`src/hdl/gpma_pkg.sv`:
```
// Constants, carrier types and timing figures for the gigabit
// copper attachment-layer role control block.
// Assumes a single 10 MHz clock; all counts derive from its period.
package gpma_pkg;

	// Quinary symbol width, signed -2..+2
	localparam int SYMB_W = 3;
	// Pair count on the copper medium
	localparam int NUM_PAIRS = 4;
	// Random seed width
	localparam int SEED_W = 11;
	// Seed attempt limit before a fault
	localparam logic [2:0] SEED_LIMIT = 3'h7;
	// Seed counter clear value
	localparam logic [2:0] SEED_ZERO = 3'h0;
	// Zero symbol on a pair
	localparam logic [SYMB_W-1:0] SYMB_ZERO = 3'h0;

	// Clock period and unit scales
	localparam int unsigned CLK_PERIOD_NS = 100;
	localparam int unsigned NS_PER_MS = 1000000;
	localparam int unsigned NS_PER_US = 1000;

	// Timer figures in their own units
	localparam int unsigned XOVER_TOGGLE_MS = 1300;
	localparam int unsigned MAXWAIT_MASTER_MS = 750;
	localparam int unsigned MAXWAIT_SLAVE_MS = 350;
	localparam int unsigned XOVER_SAMPLE_MS = 62;
	localparam int unsigned MINWAIT_US = 1;
	localparam int unsigned STABILIZE_US = 1;

	// Cycle counts; nominal figure sits mid tolerance
	localparam int unsigned XOVER_TOGGLE_CYC =
		XOVER_TOGGLE_MS * NS_PER_MS / CLK_PERIOD_NS;
	localparam int unsigned MAXWAIT_MASTER_CYC =
		MAXWAIT_MASTER_MS * NS_PER_MS / CLK_PERIOD_NS;
	localparam int unsigned MAXWAIT_SLAVE_CYC =
		MAXWAIT_SLAVE_MS * NS_PER_MS / CLK_PERIOD_NS;
	localparam int unsigned XOVER_SAMPLE_CYC =
		XOVER_SAMPLE_MS * NS_PER_MS / CLK_PERIOD_NS;
	localparam int unsigned MINWAIT_CYC =
		MINWAIT_US * NS_PER_US / CLK_PERIOD_NS;
	localparam int unsigned STABILIZE_CYC =
		STABILIZE_US * NS_PER_US / CLK_PERIOD_NS;

	// Timer counter width, covers 1.3 s
	localparam int TMR_W = 24;

	// Four pair symbols, index 0 is pair A
	typedef logic [NUM_PAIRS-1:0][SYMB_W-1:0] gpma_quad_t;

	// One end's forced-role configuration
	typedef struct packed {
		logic manual;
		logic want_master;
	} gpma_ms_cfg_t;

	// Resolved role value
	typedef enum logic {
		GPMA_SLAVE = 1'b0,
		GPMA_MASTER = 1'b1
	} gpma_role_t;

	// Crossover state value
	typedef enum logic {
		GPMA_STRAIGHT = 1'b0,
		GPMA_CROSSED = 1'b1
	} gpma_xover_t;

	// Transmit pattern select
	typedef enum logic [1:0] {
		GPMA_SEND_Z = 2'b00,
		GPMA_SEND_I = 2'b01,
		GPMA_SEND_N = 2'b10
	} gpma_tx_mode_t;

	// Kind of page seen in the exchange
	typedef enum logic [1:0] {
		GPMA_PG_BASE = 2'b00,
		GPMA_PG_FMT = 2'b01,
		GPMA_PG_UNF = 2'b10
	} gpma_page_t;

	// Page position holding the last unformatted page
	localparam logic [1:0] PAGE_LAST_IDX = 2'h3;
	localparam logic [1:0] PAGE_FIRST_UNF = 2'h2;

	// Resolution states
	typedef enum logic [2:0] {
		GPMA_ST_IDLE = 3'b000,
		GPMA_ST_PAGES = 3'b001,
		GPMA_ST_RESOLVE = 3'b010,
		GPMA_ST_SEED = 3'b011,
		GPMA_ST_DONE = 3'b100
	} gpma_state_t;

endpackage

```
`src/hdl/gpma_timer.sv`:
```
// Restartable down-counting timer, one-shot or periodic.
// Assumes start, clear and enable come from the same clock domain.
`timescale 1ns/1ps

module gpma_timer import gpma_pkg::*; #(
	parameter int W = TMR_W
) (
	input wire logic clk,
	input wire logic rst,
	input wire logic ce,
	input wire logic clr,
	input wire logic start,
	input wire logic periodic,
	input wire logic [W-1:0] terminal,
	output logic expired,
	output logic running
);

	logic [W-1:0] cnt_q, cnt_d; // Cycles left
	logic run_q, run_d; // Counting
	logic exp_q, exp_d; // Expiry pulse

	// Next count; clear wins, otherwise start reloads, even mid count
	always_comb begin
		cnt_d = cnt_q;
		run_d = run_q;
		exp_d = 1'b0;
		if (clr) begin
			cnt_d = '0;
			run_d = 1'b0;
		end else if (start) begin
			cnt_d = terminal - W'(1);
			run_d = 1'b1;
		end else if (run_q) begin
			if (cnt_q == '0) begin
				// Terminal reached
				exp_d = 1'b1;
				run_d = periodic;
				cnt_d = terminal - W'(1);
			end else begin
				cnt_d = cnt_q - W'(1);
			end
		end
	end

	// Registers, frozen while enable is low
	always_ff @(posedge clk or posedge rst) begin
		if (rst) begin
			cnt_q <= '0;
			run_q <= 1'b0;
			exp_q <= 1'b0;
		end else if (ce) begin
			cnt_q <= cnt_d;
			run_q <= run_d;
			exp_q <= exp_d;
		end
	end

	assign expired = exp_q;
	assign running = run_q;

endmodule

```
`src/hdl/gpma_core.sv`:
```
// Attachment-layer control: symbol launch, receive capture,
// crossover state, control timers and role resolution.
// Assumes symbol ticks are strobes; recovered tick and receive
// lines arrive from outside the clock domain.
`timescale 1ns/1ps

module gpma_core import gpma_pkg::*; #(
	parameter bit AUTO_XOVER_EN = 1'b1,
	parameter int unsigned TOGGLE_CYC = XOVER_TOGGLE_CYC,
	parameter int unsigned MAXW_M_CYC = MAXWAIT_MASTER_CYC,
	parameter int unsigned MAXW_S_CYC = MAXWAIT_SLAVE_CYC,
	parameter int unsigned SAMPLE_CYC = XOVER_SAMPLE_CYC
) (
	input wire logic clk,
	input wire logic rst,
	input wire logic ce,
	input wire logic mgmt_reset_req,
	input wire logic ctrl_reset_req,
	output logic reset_active,
	input wire logic local_symbol_tick,
	input wire logic recovered_symbol_tick,
	output logic symbol_transmit_clock,
	input wire gpma_tx_mode_t tx_mode,
	input wire gpma_quad_t tx_symb_vector,
	input wire gpma_quad_t idle_symb_vector,
	output logic [SYMB_W-1:0] pair_a_line,
	output logic [SYMB_W-1:0] pair_b_line,
	output logic [SYMB_W-1:0] pair_c_line,
	output logic [SYMB_W-1:0] pair_d_line,
	input wire gpma_quad_t rx_pair_lines,
	output gpma_quad_t rx_symb_vector,
	output logic rx_symb_valid,
	input wire logic energy_detect,
	output logic link_det,
	output gpma_xover_t crossover_state,
	input wire logic maxwait_start,
	output logic maxwait_done,
	input wire logic minwait_start,
	output logic minwait_done,
	input wire logic stabilize_start,
	output logic stabilize_done,
	input wire logic an_restart,
	input wire logic page_strobe,
	input wire gpma_page_t page_kind,
	input wire gpma_ms_cfg_t local_cfg,
	input wire gpma_ms_cfg_t partner_cfg,
	input wire logic [SEED_W-1:0] local_seed,
	input wire logic [SEED_W-1:0] partner_seed,
	output logic new_seed_req,
	input wire logic seed_sent,
	output gpma_role_t role_indication,
	output logic resolution_done,
	output logic resolution_fault,
	output logic [2:0] seed_count,
	input wire logic link_monitor_ok,
	output logic gigabit_link_state
);

	// Soft reset from management or control
	logic soft_rst;
	assign soft_rst = mgmt_reset_req | ctrl_reset_req;

	// Reset indication register
	logic rstact_q, rstact_d;
	always_comb begin
		rstact_d = soft_rst;
	end
	always_ff @(posedge clk or posedge rst) begin
		if (rst) begin
			rstact_q <= 1'b1;
		end else if (ce) begin
			rstact_q <= rstact_d;
		end
	end
	assign reset_active = rstact_q;

	// Recovered tick synchroniser; stage one feeds stage two only
	logic [2:0] rtick_q;
	logic rtick_seen_q, rtick_seen_d; // Agreed level
	logic rtick_evt; // Agreed rising edge
	always_comb begin
		rtick_seen_d = rtick_seen_q;
		if (rtick_q[1] == rtick_q[2]) begin
			rtick_seen_d = rtick_q[2];
		end
	end
	assign rtick_evt = rtick_seen_d & ~rtick_seen_q;
	always_ff @(posedge clk or posedge rst) begin
		if (rst) begin
			rtick_q <= 3'h0;
			rtick_seen_q <= 1'b0;
		end else if (ce) begin
			rtick_q <= {rtick_q[1:0], recovered_symbol_tick};
			rtick_seen_q <= rtick_seen_d;
		end
	end

	// Resolved role register, read by clock selection
	gpma_role_t role_q, role_d;

	logic sym_tick;
	assign sym_tick = (role_q == GPMA_MASTER) ? local_symbol_tick
		: rtick_evt;

	// Transmit symbol registers, one per pair
	gpma_quad_t txq_q, txq_d;
	logic stclk_q, stclk_d;

	// Pattern mux; zero pattern keeps the line quiet
	always_comb begin
		txq_d = txq_q;
		stclk_d = 1'b0;
		if (soft_rst) begin
			txq_d = '0;
		end else if (sym_tick) begin
			stclk_d = 1'b1;
			case (tx_mode)
				GPMA_SEND_N: txq_d = tx_symb_vector;
				GPMA_SEND_I: txq_d = idle_symb_vector;
				GPMA_SEND_Z: txq_d = '0;
				default: txq_d = '0;
			endcase
		end
	end

	// Transmit registers
	always_ff @(posedge clk or posedge rst) begin
		if (rst) begin
			txq_q <= '0;
			stclk_q <= 1'b0;
		end else if (ce) begin
			txq_q <= txq_d;
			stclk_q <= stclk_d;
		end
	end

	assign pair_a_line = txq_q[0];
	assign pair_b_line = txq_q[1];
	assign pair_c_line = txq_q[2];
	assign pair_d_line = txq_q[3];
	assign symbol_transmit_clock = stclk_q;

	// Receive line synchronisers, one per pair
	gpma_quad_t rx_agree; // Agreed value per pair
	gpma_quad_t rx_s1_q, rx_s2_q, rx_s3_q;
	gpma_quad_t rx_hold_q;
	genvar gp;
	generate
		for (gp = 0; gp < NUM_PAIRS; gp++) begin : g_rx
			// Keep old value until stages two and three agree
			always_comb begin
				rx_agree[gp] = rx_hold_q[gp];
				if (rx_s2_q[gp] == rx_s3_q[gp]) begin
					rx_agree[gp] = rx_s3_q[gp];
				end
			end
			always_ff @(posedge clk or posedge rst) begin
				if (rst) begin
					rx_s1_q[gp] <= SYMB_ZERO;
					rx_s2_q[gp] <= SYMB_ZERO;
					rx_s3_q[gp] <= SYMB_ZERO;
					rx_hold_q[gp] <= SYMB_ZERO;
				end else if (ce) begin
					rx_s1_q[gp] <= rx_pair_lines[gp];
					rx_s2_q[gp] <= rx_s1_q[gp];
					rx_s3_q[gp] <= rx_s2_q[gp];
					rx_hold_q[gp] <= rx_agree[gp];
				end
			end
		end
	endgenerate

	// One vector per recovered symbol period
	gpma_quad_t rxv_q, rxv_d;
	logic rxval_q, rxval_d;
	always_comb begin
		rxv_d = rxv_q;
		rxval_d = 1'b0;
		if (soft_rst) begin
			rxv_d = '0;
		end else if (rtick_evt) begin
			rxv_d = rx_agree;
			rxval_d = 1'b1;
		end
	end
	always_ff @(posedge clk or posedge rst) begin
		if (rst) begin
			rxv_q <= '0;
			rxval_q <= 1'b0;
		end else if (ce) begin
			rxv_q <= rxv_d;
			rxval_q <= rxval_d;
		end
	end
	assign rx_symb_vector = rxv_q;
	assign rx_symb_valid = rxval_q;

	// Control timers
	logic toggle_exp, sample_exp;
	logic [TMR_W-1:0] maxw_term;
	assign maxw_term = (role_q == GPMA_MASTER) ? TMR_W'(MAXW_M_CYC)
		: TMR_W'(MAXW_S_CYC);

	logic tog_run, smp_run; // Periodic timers free-run after reset

	gpma_timer #(.W(TMR_W)) u_toggle (.clk(clk), .rst(rst), .ce(ce),
		.clr(soft_rst), .start(~rstact_q & ~tog_run),
		.periodic(1'b1), .terminal(TMR_W'(TOGGLE_CYC)),
		.expired(toggle_exp), .running(tog_run));
	gpma_timer #(.W(TMR_W)) u_sample (.clk(clk), .rst(rst), .ce(ce),
		.clr(soft_rst), .start(~rstact_q & ~smp_run),
		.periodic(1'b1), .terminal(TMR_W'(SAMPLE_CYC)),
		.expired(sample_exp), .running(smp_run));
	gpma_timer #(.W(TMR_W)) u_maxwait (.clk(clk), .rst(rst), .ce(ce),
		.clr(soft_rst), .start(maxwait_start), .periodic(1'b0),
		.terminal(maxw_term), .expired(maxwait_done),
		.running());
	gpma_timer #(.W(TMR_W)) u_minwait (.clk(clk), .rst(rst), .ce(ce),
		.clr(soft_rst), .start(minwait_start), .periodic(1'b0),
		.terminal(TMR_W'(MINWAIT_CYC)), .expired(minwait_done),
		.running());
	gpma_timer #(.W(TMR_W)) u_stab (.clk(clk), .rst(rst), .ce(ce),
		.clr(soft_rst), .start(stabilize_start), .periodic(1'b0),
		.terminal(TMR_W'(STABILIZE_CYC)), .expired(stabilize_done),
		.running());

	// Energy detect synchroniser
	logic [2:0] en_q;
	logic en_lvl_q, en_lvl_d;
	always_comb begin
		en_lvl_d = en_lvl_q;
		if (en_q[1] == en_q[2]) begin
			en_lvl_d = en_q[2];
		end
	end
	always_ff @(posedge clk or posedge rst) begin
		if (rst) begin
			en_q <= 3'h0;
			en_lvl_q <= 1'b0;
		end else if (ce) begin
			en_q <= {en_q[1:0], energy_detect};
			en_lvl_q <= en_lvl_d;
		end
	end

	logic ldet_q, ldet_d;
	gpma_xover_t xo_q, xo_d;
	always_comb begin
		ldet_d = ldet_q;
		xo_d = xo_q;
		if (soft_rst || !AUTO_XOVER_EN) begin
			ldet_d = 1'b0;
			xo_d = GPMA_STRAIGHT;
		end else begin
			// Sample link presence each sample period
			if (sample_exp) begin
				ldet_d = en_lvl_q;
			end
			// Hunt only while nothing is detected
			if (toggle_exp && !ldet_q) begin
				xo_d = (xo_q == GPMA_STRAIGHT) ? GPMA_CROSSED
					: GPMA_STRAIGHT;
			end
		end
	end
	always_ff @(posedge clk or posedge rst) begin
		if (rst) begin
			ldet_q <= 1'b0;
			xo_q <= GPMA_STRAIGHT;
		end else if (ce) begin
			ldet_q <= ldet_d;
			xo_q <= xo_d;
		end
	end
	assign link_det = ldet_q;
	assign crossover_state = xo_q;

	// Role resolution state
	gpma_state_t st_q, st_d;
	logic [1:0] pg_q, pg_d; // Next page position
	logic [2:0] seed_q, seed_d;
	logic fault_q, fault_d;
	logic done_q, done_d;
	logic nsr_q, nsr_d;
	gpma_page_t pg_want; // Kind expected at this position

	always_comb begin
		case (pg_q)
			2'h0: pg_want = GPMA_PG_BASE;
			2'h1: pg_want = GPMA_PG_FMT;
			default: pg_want = GPMA_PG_UNF;
		endcase
	end

	// Next resolution state
	always_comb begin
		st_d = st_q;
		pg_d = pg_q;
		seed_d = seed_q;
		fault_d = fault_q;
		done_d = done_q;
		role_d = role_q;
		nsr_d = 1'b0;
		if (soft_rst) begin
			st_d = GPMA_ST_IDLE;
			pg_d = 2'h0;
			seed_d = SEED_ZERO;
			fault_d = 1'b0;
			done_d = 1'b0;
			role_d = GPMA_SLAVE;
		end else if (an_restart) begin
			st_d = GPMA_ST_PAGES;
			pg_d = 2'h0;
			done_d = 1'b0;
		end else begin
			case (st_q)
				GPMA_ST_IDLE: begin
					st_d = GPMA_ST_IDLE;
				end
				GPMA_ST_PAGES: begin
					if (page_strobe) begin
						// Wrong order breaks sequence; restart
						if (page_kind != pg_want) begin
							pg_d = 2'h0;
						end else if (pg_q == PAGE_LAST_IDX) begin
							pg_d = 2'h0;
							st_d = GPMA_ST_RESOLVE;
						end else begin
							pg_d = pg_q + 2'h1;
						end
					end
				end
				GPMA_ST_RESOLVE: begin
					st_d = GPMA_ST_DONE;
					done_d = 1'b1;
					seed_d = SEED_ZERO;
					fault_d = 1'b0;
					if (local_cfg.manual && partner_cfg.manual &&
						local_cfg.want_master ==
						partner_cfg.want_master) begin
						fault_d = 1'b1;
					end else if (local_cfg.manual) begin
						role_d = gpma_role_t'(local_cfg.want_master);
					end else if (partner_cfg.manual) begin
						role_d = gpma_role_t'(~partner_cfg.want_master);
					end else if (local_seed > partner_seed) begin
						role_d = GPMA_MASTER;
					end else if (local_seed < partner_seed) begin
						role_d = GPMA_SLAVE;
					end else if (seed_q == SEED_LIMIT) begin
						fault_d = 1'b1;
					end else begin
						// Tie: ask for a new seed
						st_d = GPMA_ST_SEED;
						done_d = 1'b0;
						seed_d = seed_q;
						fault_d = fault_q;
						nsr_d = 1'b1;
					end
				end
				GPMA_ST_SEED: begin
					nsr_d = ~seed_sent;
					if (seed_sent) begin
						seed_d = seed_q + 3'h1;
						st_d = GPMA_ST_PAGES;
					end
				end
				GPMA_ST_DONE: begin
					st_d = GPMA_ST_DONE;
				end
				default: begin
					st_d = GPMA_ST_IDLE;
				end
			endcase
		end
	end

	// Resolution registers
	always_ff @(posedge clk or posedge rst) begin
		if (rst) begin
			st_q <= GPMA_ST_IDLE;
			pg_q <= 2'h0;
			seed_q <= SEED_ZERO;
			fault_q <= 1'b0;
			done_q <= 1'b0;
			role_q <= GPMA_SLAVE;
			nsr_q <= 1'b0;
		end else if (ce) begin
			st_q <= st_d;
			pg_q <= pg_d;
			seed_q <= seed_d;
			fault_q <= fault_d;
			done_q <= done_d;
			role_q <= role_d;
			nsr_q <= nsr_d;
		end
	end

	assign role_indication = role_q;
	assign new_seed_req = nsr_q;
	assign seed_count = seed_q;
	assign resolution_fault = fault_q;
	assign resolution_done = done_q;
	assign gigabit_link_state = link_monitor_ok & done_q & ~fault_q;

endmodule

```
`config.mk`:
```
export PLATFORM = sky130hd
export DESIGN_NAME = gpma_core
export DESIGN_NICKNAME = d
export VERILOG_FILES = /design/src/hdl/gpma_pkg.sv /design/src/hdl/gpma_timer.sv /design/src/hdl/gpma_core.sv
export SDC_FILE = /design/constraint.sdc
export NUM_CORES = 1
export LEC_CHECK = 0
export BUFFER_PORTS_ARGS = -buffer_cell sky130_fd_sc_hd__buf_2
export CORE_MARGIN = 2
export CORE_UTILIZATION = 45
export DETAILED_ROUTE_END_ITERATION = 16
export PLACE_DENSITY = 0.67
export SLEW_MARGIN = 20
export SYNTH_ARGS = -nofsm -noshare
export SYNTH_HDL_FRONTEND = slang
export SYNTH_SLANG_ARGS = --single-unit
export TNS_END_PERCENT = 50
```
`constraint.sdc`:
```
create_clock -name clk -period 9.75 [get_ports clk]
set_clock_uncertainty 0.15 [all_clocks]
set_input_delay 1.4625 -clock clk [delete_from_list [all_inputs] [get_ports clk]]
set_output_delay 1.4625 -clock clk [all_outputs]
set_load 0.01 [all_outputs]
```
==> flow_metrics.env <==
export IMPL_power_leakage_nw=6.30
export IMPL_initialDrtViolationCount=703
export IMPL_ir_worst_vdd_v=0.000142
export IMPL_p_clk_share_pct=33.4
export IMPL_setup_tns_ns=0
export IMPL_yosysWarnings=0
export IMPL_antenna_found_initial=2
export IMPL_fin_ws_ns=5.87
export IMPL_p_sw_mw=1.05
export IMPL_end_kind="flop"
export IMPL_report_final_hold_viol_count=0
export IMPL_clk_insertion_delay_late_ns=0.53
export IMPL_powerDensity_mw_per_mm2=232
export IMPL_synth_seq_area_share_pct=48.4
export IMPL_grt_pass1_vias=9161
export IMPL_relSlewSlack_pct=29.8
export IMPL_ios=121
export IMPL_pre_cts_ws_ns=5.41
export IMPL_worst_path_largest_cell_delay_ns=0.85
export IMPL_dr_pass1_iters=5
export IMPL_cp_top_family="compound AO/OA/AOI/OAI gates"
export IMPL_achievable_frequency_ghz=0.258
export IMPL_antenna_left=0
export IMPL_wire_per_inst_um=15.8
export IMPL_vias=9548
export IMPL_rsz0062_at_grt="no"
export IMPL_worst_pin_slew_ns=1.05
export IMPL_synth_top_cell_by_area="dfrtp_1"
export IMPL_hold_class="reg -> reg"
export IMPL_syn_area_mm2=0.0117
export IMPL_synthFlopType="dfrtp_1"
export IMPL_clk_pin_slew_worst_paths_ns=0.06
export IMPL_coreArea_mm2=0.0258
export IMPL_cts_root_buf="clkbuf_16"
export IMPL_gp_congestion=0.879
export IMPL_clock_sinks=227
export IMPL_power_frac_comb_pct=27.3
export IMPL_r2r_slack_ns=6.97
export IMPL_post_route_min_period_ns=3.88
export IMPL_die_area_mm2=0.0274
export IMPL_cts_max_level=1
export IMPL_numCtsBuffers=26
export IMPL_cts_resized=0
export IMPL_dp_hpwl_mm=18.5
export IMPL_cp_required_ns=10.01
export IMPL_num_rows=59
export IMPL_postCtsSetupBuffers=0
export IMPL_ys_types=69
export IMPL_p_int_mw=2.11
export IMPL_crit_path_cell_trace="buf_4 -> inv_1 -> a21oi_1 -> o21ai_0 -> a22o_1"
export IMPL_maxSlewViolCount=0
export IMPL_fin_nets=1462
export IMPL_grt_usage_pct=20.0
export IMPL_crit_arrival_ns=4.13
export IMPL_start_util_pct=45.4
export IMPL_worstPathBufferInverterCount=2
export IMPL_crit_slowest_cell="a21oi_1"
export IMPL_async_flop_share_pct=100
export IMPL_status="finished clean"
export IMPL_setup_worst_path_class="in -> reg"
export IMPL_layout_drive_gt1_share_pct=18.5
export IMPL_die_x_um=166
export IMPL_viasPerCell=5.59
export IMPL_maxCapViolations=0
export IMPL_fillers=2424
export IMPL_critPathMaxFanout=77
export IMPL_syn_to_final_growth_pct=15.9
export IMPL_drcViolationCount=0
export IMPL_yosysTopAreaCellShare_pct=48.2
export IMPL_setup_violations=0
export IMPL_avgSynthCellArea_um2=9.48
export IMPL_ctsHoldBuffers=0
export IMPL_cts_tree="built"
export IMPL_critPathLaunchType="input pin"
export IMPL_grt_max_degree=105
export IMPL_io_buffers=120
export IMPL_synth_edf_count=0
export IMPL_grt_pass1_wl_mm=45.0
export IMPL_p_sw_share_pct=33.1
export IMPL_fin_crit_sh_pct=39.8
export IMPL_sequentialPowerShare_pct=39.3
export IMPL_syn_inst=1238
export IMPL_synth_area_leaders="dfrtp_1 (48%), o21ai_0 (6.6%), mux2_2 (4.9%), nor2_1 (4.3%), nand2_1 (4.0%)"
export IMPL_drt_wl_total_mm=27.1
export IMPL_cts_max_path_buffers=3
export IMPL_syn_nets=1347
export IMPL_ys_ff_latch=227
export IMPL_chipHeight_um=166
export IMPL_grt_overflow=0
[power by group through the flow]
| stage | clock, mW | sequential (mW) | combinational, mW |
|---|---|---|---|
| after floorplan | 0 | 1.22 | 0.698 |
| after global placement | 0 | 1.25 | 0.843 |
| after detailed placement | 0 | 1.25 | 0.863 |
| after CTS | 1.08 | 1.24 | 0.867 |
| after global routing | 1.11 | 1.27 | 0.979 |
| final | 1.05 | 1.24 | 0.863 |
[registers in the layout, summed over array words and instances (netlist names), 2 cells and up]
register and flops:
u_maxwait.cnt_q 24, u_minwait.cnt_q 24, u_sample.cnt_q 24, u_stab.cnt_q 24
u_toggle.cnt_q 24, rx_hold_q 12, rx_s1_q 12, rx_s2_q 12
rx_s3_q 12, rx_symb_vector 12, en_q 3, pair_a_line 3
pair_b_line 3, pair_c_line 3, pair_d_line 3, rtick_q 3
seed_count 3, st_q 3, pg_q 2
[metal layers]
metal | up-vias | global-route usage, % | share of wire (%)
met3 | 44 | 3.90 | 5.0
met5 | - | 0 | 0.041
met2 | 176 | 32.5 | 46
met4 | 2 | 5.68 | 2.5
li1 | 4677 | - | -
met1 | 4649 | 27.5 | 46
[worst paths after layout]
check | from | to | depth (start not counted)
setup reg to reg | u_sample.cnt_q[0]$_DFFE_PP0P_ | u_sample.cnt_q[16]$_DFFE_PP0P_ | 8
hold / removal | pair_d_line[1]$_DFFE_PP0P_ | pair_d_line[1]$_DFFE_PP0P_ | 2
hold reg to reg | pair_d_line[1]$_DFFE_PP0P_ | pair_d_line[1]$_DFFE_PP0P_ | 2
max in group asynchronous | rst | u_sample.expired$_DFFE_PP0P_ | 3
min in group asynchronous | rst | u_maxwait.cnt_q[6]$_DFFE_PP0P_ | 2
setup / recovery | ce | u_maxwait.cnt_q[8]$_DFFE_PP0P_ | 5
[worst min-delay path, cell delays in order (launching register included)]
cell	delay, ns
dfrtp_1	0.34
nand2_1	0.04
o21ai_0	0.06
[cells by family (layout without fill, tap and decap cells)]
family | after synthesis | in the layout | synth area share [%]
and+or+nand+nor | 429 | 429 | 18.1
AOI/OAI and AO/OA | 341 | 341 | 17.2
muxes | 63 | 63 | 5.92
buffers and inverters | 93 | 228 | 3.16
DFF | 227 | 227 | 48.4
other | 0 | 1 | 0
adders and majority gates | 28 | 28 | 2.98
xor gates and xnor gates | 57 | 57 | 4.25
[final cells by class]
cell class | count | area (um^2) | share of cell area [%]
antenna | 1 | 2.50 | 0.0184
inverter | 51 | 199 | 1.46
multi-input combinational | 918 | 5700 | 41.9
clock buffer | 32 | 724 | 5.32
sequential | 227 | 5680 | 41.8
clock inverter | 16 | 205 | 1.51
tap | 335 | 419 | 3.08
timing repair buffer | 129 | 671 | 4.93
[Yosys cell counts (all sizes together), types with 3 or more instances]
master   number
mux2         51
a22o         13
a32o          5
a31oi        15
o2bb2ai       6
xor2         26
nor2        137
a21oi        71
dfrtp       226
or3          13
nand2       125
nor3         40
nor4b         3
o21ai       166
clkbuf       35
a22oi        14
or4          15
o211ai        4
nand4b        3
nand2b        5
nor3b         6
nand4         7
nor2b         7
ha           28
a211oi        3
o21a          3
or2           3
nor4         26
mux2i        12
o31ai         8
nand3        22
a21o         13
and2          3
xnor2        31
buf           7
o22ai         3
inv          51
o41ai         5
and3          6
[layout by cell type, fill, tap and decap left out, types with 15 or more instances in the layout]
master / netlist / final
dfrtp_1: 226 / 226
o21ai_0: 155 / 153
nor2_1: 136 / 136
nand2_1: 125 / 125
buf_2: 5 / 119
a21oi_1: 70 / 70
mux2_2: 51 / 51
inv_1: 51 / 50
nor3_1: 37 / 36
xnor2_1: 31 / 31
ha_1: 28 / 28
clkbuf_16: 0 / 27
xor2_1: 26 / 26
nand3_1: 22 / 22
nor4_1: 20 / 20
a31oi_1: 15 / 15
[metrics by stage]
stage               power [mW]  util, %  hold WS (ns)  cell area [um^2]  cells
floorplan                 1.92        -         0.291             11700   1238
global placement          2.09     49.0         0.307             12700   1660
detailed placement        2.11     49.0         0.313             12700   1660
CTS                       3.18     52.6         0.329             13600   1708
global route              3.36     52.7         0.353             13600   1709
finish                    3.16     52.7         0.325             13600   1709
Note: power is estimated with default switching activity, not from simulation.
